<file path="config.mk">
export PLATFORM = sky130hd
export DESIGN_NAME = scd_top
export DESIGN_NICKNAME = d
export VERILOG_FILES = /design/src/rtl/scd_pkg.sv /design/src/rtl/scd_divider.sv /design/src/rtl/scd_top.sv
export SDC_FILE = /design/constraint.sdc
export NUM_CORES = 1
export LEC_CHECK = 0
export BUFFER_PORTS_ARGS = -buffer_cell sky130_fd_sc_hd__buf_2
export CAP_MARGIN = 20
export CORE_ASPECT_RATIO = 0.6
export CORE_MARGIN = 1.5
export CORE_UTILIZATION = 55
export CTS_CLUSTER_DIAMETER = 150
export DETAILED_ROUTE_END_ITERATION = 7
export GPL_TIMING_DRIVEN = 1
export PLACE_DENSITY = 0.81
export SLEW_MARGIN = 10
export SYNTH_ARGS = -nofsm -noshare
export SYNTH_HDL_FRONTEND = slang
export SYNTH_SLANG_ARGS = --single-unit
</file>
<file path="constraint.sdc">
create_clock -name CLOCK_I -period 2.82 [get_ports CLOCK_I]
set_input_delay 0.141 -clock CLOCK_I [delete_from_list [all_inputs] [get_ports CLOCK_I]]
set_output_delay 0.141 -clock CLOCK_I [all_outputs]
set_load 0.01 [all_outputs]
</file>
<file path="src/rtl/scd_pkg.sv">
// Constants shared by the system clock select and divider block.
package scd_pkg;

  // ----------------------------------------------------------------
  // Register addresses
  // ----------------------------------------------------------------
  localparam logic [7:0] ADDR_CLOCK_SELECT = 8'hBD;
  localparam logic [7:0] ADDR_OSC_CAL = 8'hBF;
  localparam logic [7:0] ADDR_OSC_CONTROL = 8'hA9;

  // ----------------------------------------------------------------
  // Field positions
  // ----------------------------------------------------------------
  localparam int SEL_READY_BIT = 7;
  localparam int SEL_DIV_LSB = 4;
  localparam int SEL_RESERVED_BIT = 3;
  localparam int SEL_SRC_LSB = 0;
  localparam int CTL_SPREAD_BIT = 3;
  localparam int CTL_POST_LSB = 0;

  // ----------------------------------------------------------------
  // Encodings and reset values
  // ----------------------------------------------------------------
  localparam logic [2:0] SRC_INTERNAL = 3'h0;
  localparam logic [2:0] SRC_EXTERNAL = 3'h1;
  localparam logic [2:0] DIV_RESET = 3'h0;
  localparam logic [2:0] SRC_RESET = 3'h0;
  localparam logic [1:0] POST_DIV8 = 2'h0;
  localparam logic [1:0] POST_DIV4 = 2'h1;
  localparam logic [1:0] POST_DIV2 = 2'h2;
  localparam logic [1:0] POST_DIV1 = 2'h3;
  localparam logic [1:0] POST_RESET = POST_DIV8;
  localparam logic SPREAD_RESET = 1'h0;

  // ----------------------------------------------------------------
  // Spread spectrum timing
  // ----------------------------------------------------------------
  localparam int SS_UPDATE_TICKS = 32;
  localparam int SS_MAX_STEPS = 3;
  localparam int SS_PERIOD_TICKS = 384;
  localparam int SS_PHASES = SS_PERIOD_TICKS / SS_UPDATE_TICKS;

endpackage : scd_pkg

</file>
<file path="src/rtl/scd_divider.sv">
// Glitch-free source switch and power-of-two system clock divider.
`timescale 1ns/10ps
module scd_divider (
  input wire logic clk_i,           // Block clock.
  input wire logic srst_i,          // Synchronous reset, active high.
  input wire logic ce_i,            // Clock enable.
  input wire logic int_tick_i,      // Post-scaled internal oscillator edge.
  input wire logic ext_tick_i,      // External oscillator edge.
  input wire logic [2:0] src_sel_i, // Requested source code.
  input wire logic [2:0] div_i,     // Requested divider code.
  output logic sys_tick_o,          // System clock edge pulse.
  output logic ready_o,             // Requested division is applied.
  output logic src_ext_o            // External source is in use.
);

  typedef enum logic [1:0] {SW_IDLE, SW_OLD, SW_NEW} scd_sw_t;

  scd_sw_t sw_state;
  logic [2:0] applied;
  logic [6:0] cnt;
  logic target_ext;
  logic sys_tick;
  logic src_tick;
  logic old_tick;
  logic new_tick;
  logic want_ext;
  logic want_valid;
  logic primed;

  function automatic logic [6:0] div_last(input logic [2:0] code);
    div_last = 7'((8'h01 << code) - 8'h01);
  endfunction : div_last

  assign src_tick = src_ext_o ? ext_tick_i : int_tick_i;
  assign old_tick = src_ext_o ? ext_tick_i : int_tick_i;
  assign new_tick = target_ext ? ext_tick_i : int_tick_i;
  assign want_ext = (src_sel_i == scd_pkg::SRC_EXTERNAL);
  assign want_valid = (src_sel_i == scd_pkg::SRC_INTERNAL) || want_ext;
  assign sys_tick_o = sys_tick;
  // Ready stays low after reset until the first source edge applies a code.
  assign ready_o = primed && (applied == div_i);

  // ----------------------------------------------------------------
  // Source switch: one old edge, then one new edge, then swap.
  // ----------------------------------------------------------------
  always_ff @(posedge clk_i)
  begin
    if (srst_i)
    begin
      sw_state <= SW_IDLE;
      src_ext_o <= 1'b0;
      target_ext <= 1'b0;
    end
    else if (ce_i)
    begin
      case (sw_state)
        SW_IDLE:
        begin
          if (want_valid && (want_ext != src_ext_o))
          begin
            target_ext <= want_ext;
            sw_state <= SW_OLD;
          end
        end
        SW_OLD:
        begin
          if (old_tick)
          begin
            sw_state <= SW_NEW;
          end
        end
        SW_NEW:
        begin
          if (new_tick)
          begin
            src_ext_o <= target_ext;
            sw_state <= SW_IDLE;
          end
        end
        default:
        begin
          sw_state <= SW_IDLE;
        end
      endcase
    end
  end

  // ----------------------------------------------------------------
  // Divider: a new code is taken only at a period end, or at the first source edge after reset or a source switch.
  // ----------------------------------------------------------------
  always_ff @(posedge clk_i)
  begin
    if (srst_i)
    begin
      cnt <= 7'h00;
      applied <= scd_pkg::DIV_RESET;
      sys_tick <= 1'b0;
      primed <= 1'b0;
    end
    else if (ce_i)
    begin
      sys_tick <= 1'b0;
      if (sw_state == SW_NEW && new_tick)
      begin
        cnt <= 7'h00;
      end
      else if (src_tick)
      begin
        if (cnt == 7'h00)
        begin
          sys_tick <= 1'b1;
          applied <= div_i;
          primed <= 1'b1;
          cnt <= div_last(div_i);
        end
        else
        begin
          cnt <= cnt - 7'h01;
        end
      end
    end
  end
endmodule : scd_divider

</file>
<file path="src/rtl/scd_top.sv">
// System clock select, divider, internal oscillator trim and dithering.
`timescale 1ns/10ps
module scd_top (
  input wire logic CLOCK_I,             // Block clock, 200 MHz.
  input wire logic SRST_I,              // Synchronous reset, active high.
  input wire logic CE_I,                // Clock enable; low freezes all state.
  input wire logic INT_OSC_TICK_I,      // Internal oscillator edge pulse.
  input wire logic EXT_OSC_TICK_I,      // External oscillator edge pulse.
  input wire logic [7:0] FACTORY_TRIM_I, // Factory period trim value.
  input wire logic [7:0] SFR_ADDR_I,    // Special function register address.
  input wire logic [7:0] SFR_WDATA_I,   // Write data.
  input wire logic SFR_WR_I,            // Write strobe.
  input wire logic SFR_RD_I,            // Read strobe.
  output logic [7:0] SFR_RDATA_O,       // Read data, one cycle after strobe.
  output logic SYSCLK_TICK_O,           // System clock edge pulse.
  output logic SRC_EXT_O,               // External source in use.
  output logic [7:0] OSC_TRIM_O,        // Oscillator period trim.
  output logic [2:0] SS_OFFSET_O        // Signed dither offset in steps.
);

  logic [2:0] source_select_field;
  logic [2:0] sysclk_divider_field;
  logic divider_ready_flag;
  logic [7:0] osc_period_trim;
  logic spread_spectrum_enable;
  logic [1:0] internal_osc_postscale;
  logic [2:0] post_cnt;
  logic [2:0] post_last;
  logic post_tick;
  logic [4:0] ss_cnt;
  logic [3:0] ss_phase;
  logic ss_update;
  logic ss_up;
  logic signed [2:0] ss_off;
  logic [7:0] next_rdata;

  localparam logic signed [2:0] SS_TOP = 3'(scd_pkg::SS_MAX_STEPS);
  localparam logic signed [2:0] SS_BOTTOM = -3'(scd_pkg::SS_MAX_STEPS);

  // ----------------------------------------------------------------
  // Register writes
  // ----------------------------------------------------------------
  always_ff @(posedge CLOCK_I)
  begin
    if (SRST_I)
    begin
      source_select_field <= scd_pkg::SRC_RESET;
      sysclk_divider_field <= scd_pkg::DIV_RESET;
    end
    else if (CE_I && SFR_WR_I && SFR_ADDR_I == scd_pkg::ADDR_CLOCK_SELECT)
    begin
      source_select_field <= SFR_WDATA_I[scd_pkg::SEL_SRC_LSB +: 3];
      sysclk_divider_field <= SFR_WDATA_I[scd_pkg::SEL_DIV_LSB +: 3];
    end
  end

  always_ff @(posedge CLOCK_I)
  begin
    if (SRST_I)
    begin
      osc_period_trim <= FACTORY_TRIM_I;
    end
    else if (CE_I && SFR_WR_I && SFR_ADDR_I == scd_pkg::ADDR_OSC_CAL)
    begin
      osc_period_trim <= SFR_WDATA_I;
    end
  end

  always_ff @(posedge CLOCK_I)
  begin
    if (SRST_I)
    begin
      spread_spectrum_enable <= scd_pkg::SPREAD_RESET;
      internal_osc_postscale <= scd_pkg::POST_RESET;
    end
    else if (CE_I && SFR_WR_I && SFR_ADDR_I == scd_pkg::ADDR_OSC_CONTROL)
    begin
      spread_spectrum_enable <= SFR_WDATA_I[scd_pkg::CTL_SPREAD_BIT];
      internal_osc_postscale <= SFR_WDATA_I[scd_pkg::CTL_POST_LSB +: 2];
    end
  end

  // ----------------------------------------------------------------
  // Register reads
  // ----------------------------------------------------------------
  always_comb
  begin
    next_rdata = 8'h00;
    case (SFR_ADDR_I)
      scd_pkg::ADDR_CLOCK_SELECT:
      begin
        next_rdata[scd_pkg::SEL_READY_BIT] = divider_ready_flag;
        next_rdata[scd_pkg::SEL_DIV_LSB +: 3] = sysclk_divider_field;
        next_rdata[scd_pkg::SEL_RESERVED_BIT] = 1'b0;
        next_rdata[scd_pkg::SEL_SRC_LSB +: 3] = source_select_field;
      end
      scd_pkg::ADDR_OSC_CAL:
      begin
        next_rdata = osc_period_trim;
      end
      scd_pkg::ADDR_OSC_CONTROL:
      begin
        next_rdata[scd_pkg::CTL_SPREAD_BIT] = spread_spectrum_enable;
        next_rdata[scd_pkg::CTL_POST_LSB +: 2] = internal_osc_postscale;
      end
      default:
      begin
        next_rdata = 8'h00;
      end
    endcase
  end

  always_ff @(posedge CLOCK_I)
  begin
    if (SRST_I)
    begin
      SFR_RDATA_O <= 8'h00;
    end
    else if (CE_I && SFR_RD_I)
    begin
      SFR_RDATA_O <= next_rdata;
    end
  end

  // ----------------------------------------------------------------
  // Internal oscillator post-scaler
  // ----------------------------------------------------------------
  always_comb
  begin
    case (internal_osc_postscale)
      scd_pkg::POST_DIV8: post_last = 3'h7;
      scd_pkg::POST_DIV4: post_last = 3'h3;
      scd_pkg::POST_DIV2: post_last = 3'h1;
      scd_pkg::POST_DIV1: post_last = 3'h0;
      default: post_last = 3'h7;
    endcase
  end

  assign post_tick = INT_OSC_TICK_I && (post_cnt >= post_last);

  always_ff @(posedge CLOCK_I)
  begin
    if (SRST_I)
    begin
      post_cnt <= 3'h0;
    end
    else if (CE_I && INT_OSC_TICK_I)
    begin
      post_cnt <= post_tick ? 3'h0 : post_cnt + 3'h1;
    end
  end

  // ----------------------------------------------------------------
  // Spread spectrum triangle
  // ----------------------------------------------------------------
  assign ss_update = INT_OSC_TICK_I && (ss_cnt == 5'(scd_pkg::SS_UPDATE_TICKS - 1));

  always_ff @(posedge CLOCK_I)
  begin
    if (SRST_I || (CE_I && !spread_spectrum_enable))
    begin
      ss_cnt <= 5'h00;
      ss_phase <= 4'h0;
      ss_up <= 1'b1;
      ss_off <= 3'sh0;
    end
    else if (CE_I && INT_OSC_TICK_I)
    begin
      ss_cnt <= ss_cnt + 5'h01;
      if (ss_update)
      begin
        ss_phase <= (ss_phase == 4'(scd_pkg::SS_PHASES - 1)) ? 4'h0 : ss_phase + 4'h1;
        if (ss_up)
        begin
          ss_up <= (ss_off + 3'sh1) != SS_TOP;
          ss_off <= (ss_off == SS_TOP) ? ss_off - 3'sh1 : ss_off + 3'sh1;
        end
        else
        begin
          ss_up <= (ss_off - 3'sh1) == SS_BOTTOM;
          ss_off <= (ss_off == SS_BOTTOM) ? ss_off + 3'sh1 : ss_off - 3'sh1;
        end
      end
    end
  end

  assign OSC_TRIM_O = osc_period_trim;
  assign SS_OFFSET_O = ss_off;

  // ----------------------------------------------------------------
  // Source switch and divider
  // ----------------------------------------------------------------
  scd_divider u_divider (
    .clk_i(CLOCK_I),
    .srst_i(SRST_I),
    .ce_i(CE_I),
    .int_tick_i(post_tick),
    .ext_tick_i(EXT_OSC_TICK_I),
    .src_sel_i(source_select_field),
    .div_i(sysclk_divider_field),
    .sys_tick_o(SYSCLK_TICK_O),
    .ready_o(divider_ready_flag),
    .src_ext_o(SRC_EXT_O)
  );
endmodule : scd_top

</file>
==> results.yml <==
hold_path:
  holdCritStartpoint: "SFR_WDATA_I[4]"
  min_path_type: "primary input to flip-flop"
  min_to: "sysclk_divider_field[0]"
  hold_depth: 3
pwr:
  ir_drop_mv: 0.240
  p_total_w: 0.00136
  p_per_area_nw_per_um2: 435
  leakage_nw: 1.27
place:
  dp.cells: 402
  hpwl_mm: 4.77
  io_buffers: 51
  place.gp.congestion: 0.847
finish:
  syn2layout_area_growth_pct: 13.0
  nets: 389
  final_core_util_pct: 66.7
  antenna_cells: 0
  drive_above_1_share_pct: 21.9
  final_cells: 410
  filler_cell_count: 397
route:
  vias: 2462
  antenna_left: 0
  drt_iter0_markers: 209
  totalWireLength_mm: 6.65
  dr.pass1.iters: 4
  via_per_inst: 6.00
  detail_route.wl_per_cell_um: 16.2
  drc: 0
timing:
  holdWs_ps: 67.1
  worst_pin_slew_ps: 846
  timing.final.crit_share_pct: 88.5
  fin_skew_ps: 11.4
  fmax_ghz: 0.401
  setup_violations: 0
  rsz0062_at_grt: "no"
  fin_setup_tns_ps: 0
  finalHoldViolCount: 0
  relSlewSlack_pct: 43.6
  maxSlewViolCount: 0
  min_period_ps: 2500
cts:
  cts_made_buffers: 5
  post_cts_buffers: 0
  cts_max_path_buffers: 2
  clock-root-buffer: "clkbuf_8"
  cts.clk_slew.worst_paths_ps: 100
  cts-resized-gates: 0
  clock_latency_ps: 320
  cts_tree: "built"
  clock-sinks: 53
  ctsHoldBuffers: 0
  htree_num_levels: 2
yosys:
  yosysWarningCount: 0
  avgSynthCellArea_um2: 9.11
  syn-num-nets: 348
  synth.yosys.seq_area_share_pct: 41.1
  yosys-top-cells-area: "dfxtp_1 32%, edfxtp_1 8.6%, ha_1 5.4%, nor2_1 4.3%, a21oi_1 4.0%"
  yosys_register_bits: 53
  synth_top_area_cell: "dfxtp_1"
  synth_edf_count: 8
  yosysUniqueCellTypes: 64
  syn_area_um2: 2780
  async_reset_ff_share_pct: 0
  yosys_most_used_dff: "dfxtp_1"
  yosysTopAreaCellShare_pct: 32.4
  syn_inst: 305
global_routing:
  grt_usage_pct: 25.6
  overflow: 0
  use_met2_pct: 34.0
  grt_util_met1_pct: 40.1
  grtUsageMet3_pct: 6.30
  top_usage_layer: "met1"
  grt_pass1_wl_mm: 10.7
  grt_max_degree: 47
  antenna_found_initial: 0
  grt_pass1_vias: 2161
floorplan:
  die_x_um: 94.7
  die_area_um2: 5500
  die_h_um: 58.0
  coreArea_um2: 4710
  io_pins: 52
  start_util_pct: 59.0
  num_rows: 19
setup_path:
  reg2reg_to: "u_divider.cnt[6]"
  regToRegSetupSlack_ps: 320
  r2r-start: "u_divider.cnt[0]"
  arrival_ps: 2680
  worstSetupEndpointType: "flip-flop"
  ff2ff_path_depth: 9
  required_ps: 3000
  critPathKind: "flip-flop to flip-flop"
  crit_fanout: 8
  worstSetupStartpointType: "flip-flop"
run:
  max_cap_violations: 0
status:
  status: "finished clean"
routing by layer:
metal  up-vias  part of all wire (%)
met5         -                     0
met4         0                   1.7
met3        15                   8.5
met2       115                    40
met1      1125                    49
li1       1207                     -
sequential cells by signal, summed over array words and instances, names as in the netlist, 3 cells and up:
register	cells
ss_cnt	5
SFR_RDATA_O	8
u_divider.applied	3
source_select_field	3
OSC_TRIM_O	8
post_cnt	3
SS_OFFSET_O	3
sysclk_divider_field	3
u_divider.cnt	7
area by class of cell:
cell class / instances / area (µm²) / area share (%)
inverters: 12 / 45.0 / 1.43
well taps: 63 / 78.8 / 2.51
clock inverters: 3 / 25.0 / 0.797
flip-flops and latches: 53 / 1140 / 36.3
repair buffers: 54 / 278 / 8.85
clock buffers: 5 / 68.8 / 2.19
multi-input cells: 220 / 1500 / 47.9
per-stage QoR:
| stage | setup slack (ps) | cell area, µm² |
|---|---|---|
| 2_1_floorplan | 537 | 2780 |
| 3_3_place_gp | 454 | 3050 |
| 3_5_place_dp | 358 | 3050 |
| 4_1_cts | 337 | 3140 |
| 5_1_grt | 128 | 3140 |
| 6_report | 325 | 3140 |
critical path, stage by stage (launching register included):
cell and delay, ps:
dfxtp_1 350, or4_4 600, nor4b_2 370, a21oi_1 160
ha_1 240, nand2b_1 100, a311o_1 210, a21boi_1 90
o22ai_1 150, o32ai_1 100
how the worst max path moves through the flow:
| stage | start | slack (ps) | depth (start not counted) | endpoint |
|---|---|---|---|---|
| after floorplan | u_divider.cnt[0] | 540 | 10 | u_divider.cnt[6] |
| after global placement | u_divider.cnt[0] | 450 | 9 | u_divider.cnt[6] |
| after detailed placement | u_divider.cnt[0] | 360 | 9 | u_divider.cnt[6] |
| after CTS | u_divider.cnt[0] | 340 | 9 | u_divider.cnt[6] |
| after global routing | u_divider.cnt[0] | 130 | 9 | u_divider.cnt[6] |
| final | u_divider.cnt[0] | 320 | 9 | u_divider.cnt[6] |
report_power, final:
part / switching [W] / total, W / leakage (nW) / internal, W
clock: 0.000273 / 0.000453 / 0.0447 / 0.000180
sequential: 0.0000120 / 0.000798 / 0.442 / 0.000786
combinational: 0.0000654 / 0.000113 / 0.788 / 0.0000479
total: 0.000351 / 0.00136 / 1.27 / 0.00101
layout by cell type, fill, tap and decap left out, drive strengths merged, types with 6 or more instances in the layout:
| cell | count |
|---|---|
| mux2 | 9 |
| buf | 54 |
| mux2i | 11 |
| o21ai | 10 |
| inv | 13 |
| nor3 | 9 |
| a21oi | 22 |
| xor2 | 8 |
| a221oi | 9 |
| edfxtp | 8 |
| nor2 | 32 |
| nand2 | 22 |
| nor4 | 6 |
| dfxtp | 45 |
| ha | 12 |
cell usage after synthesis, types with 3 or more instances:
cell type	n
nand4_1	4
inv_1	12
nor4_1	5
a221oi_1	9
nand2_1	22
nor3_1	9
and3_1	5
o31ai_1	4
nand3_1	3
mux2_2	8
dfxtp_1	45
o32ai_1	3
xor2_1	8
o22ai_1	3
o21ai_0	8
ha_1	12
edfxtp_1	8
clkbuf_1	15
mux2i_1	11
a21oi_1	22
nor2_1	32
nor2b_1	3
a21o_1	3
cell families (layout without fill, tap and decap cells):
family,Yosys count,after routing,share of synthesized area (%)
AND/OR/NAND/NOR,105,105,19.7
AO/OA/AOI/OAI,73,73,18.2
flip-flops,53,53,41.1
buffers and inverters,32,74,4.82
multiplexers,20,20,7.61
adder cells (fa/ha/maj),12,12,5.41
XOR/XNOR,10,10,3.15
No activity file was read; power rests on OpenSTA's default activity.
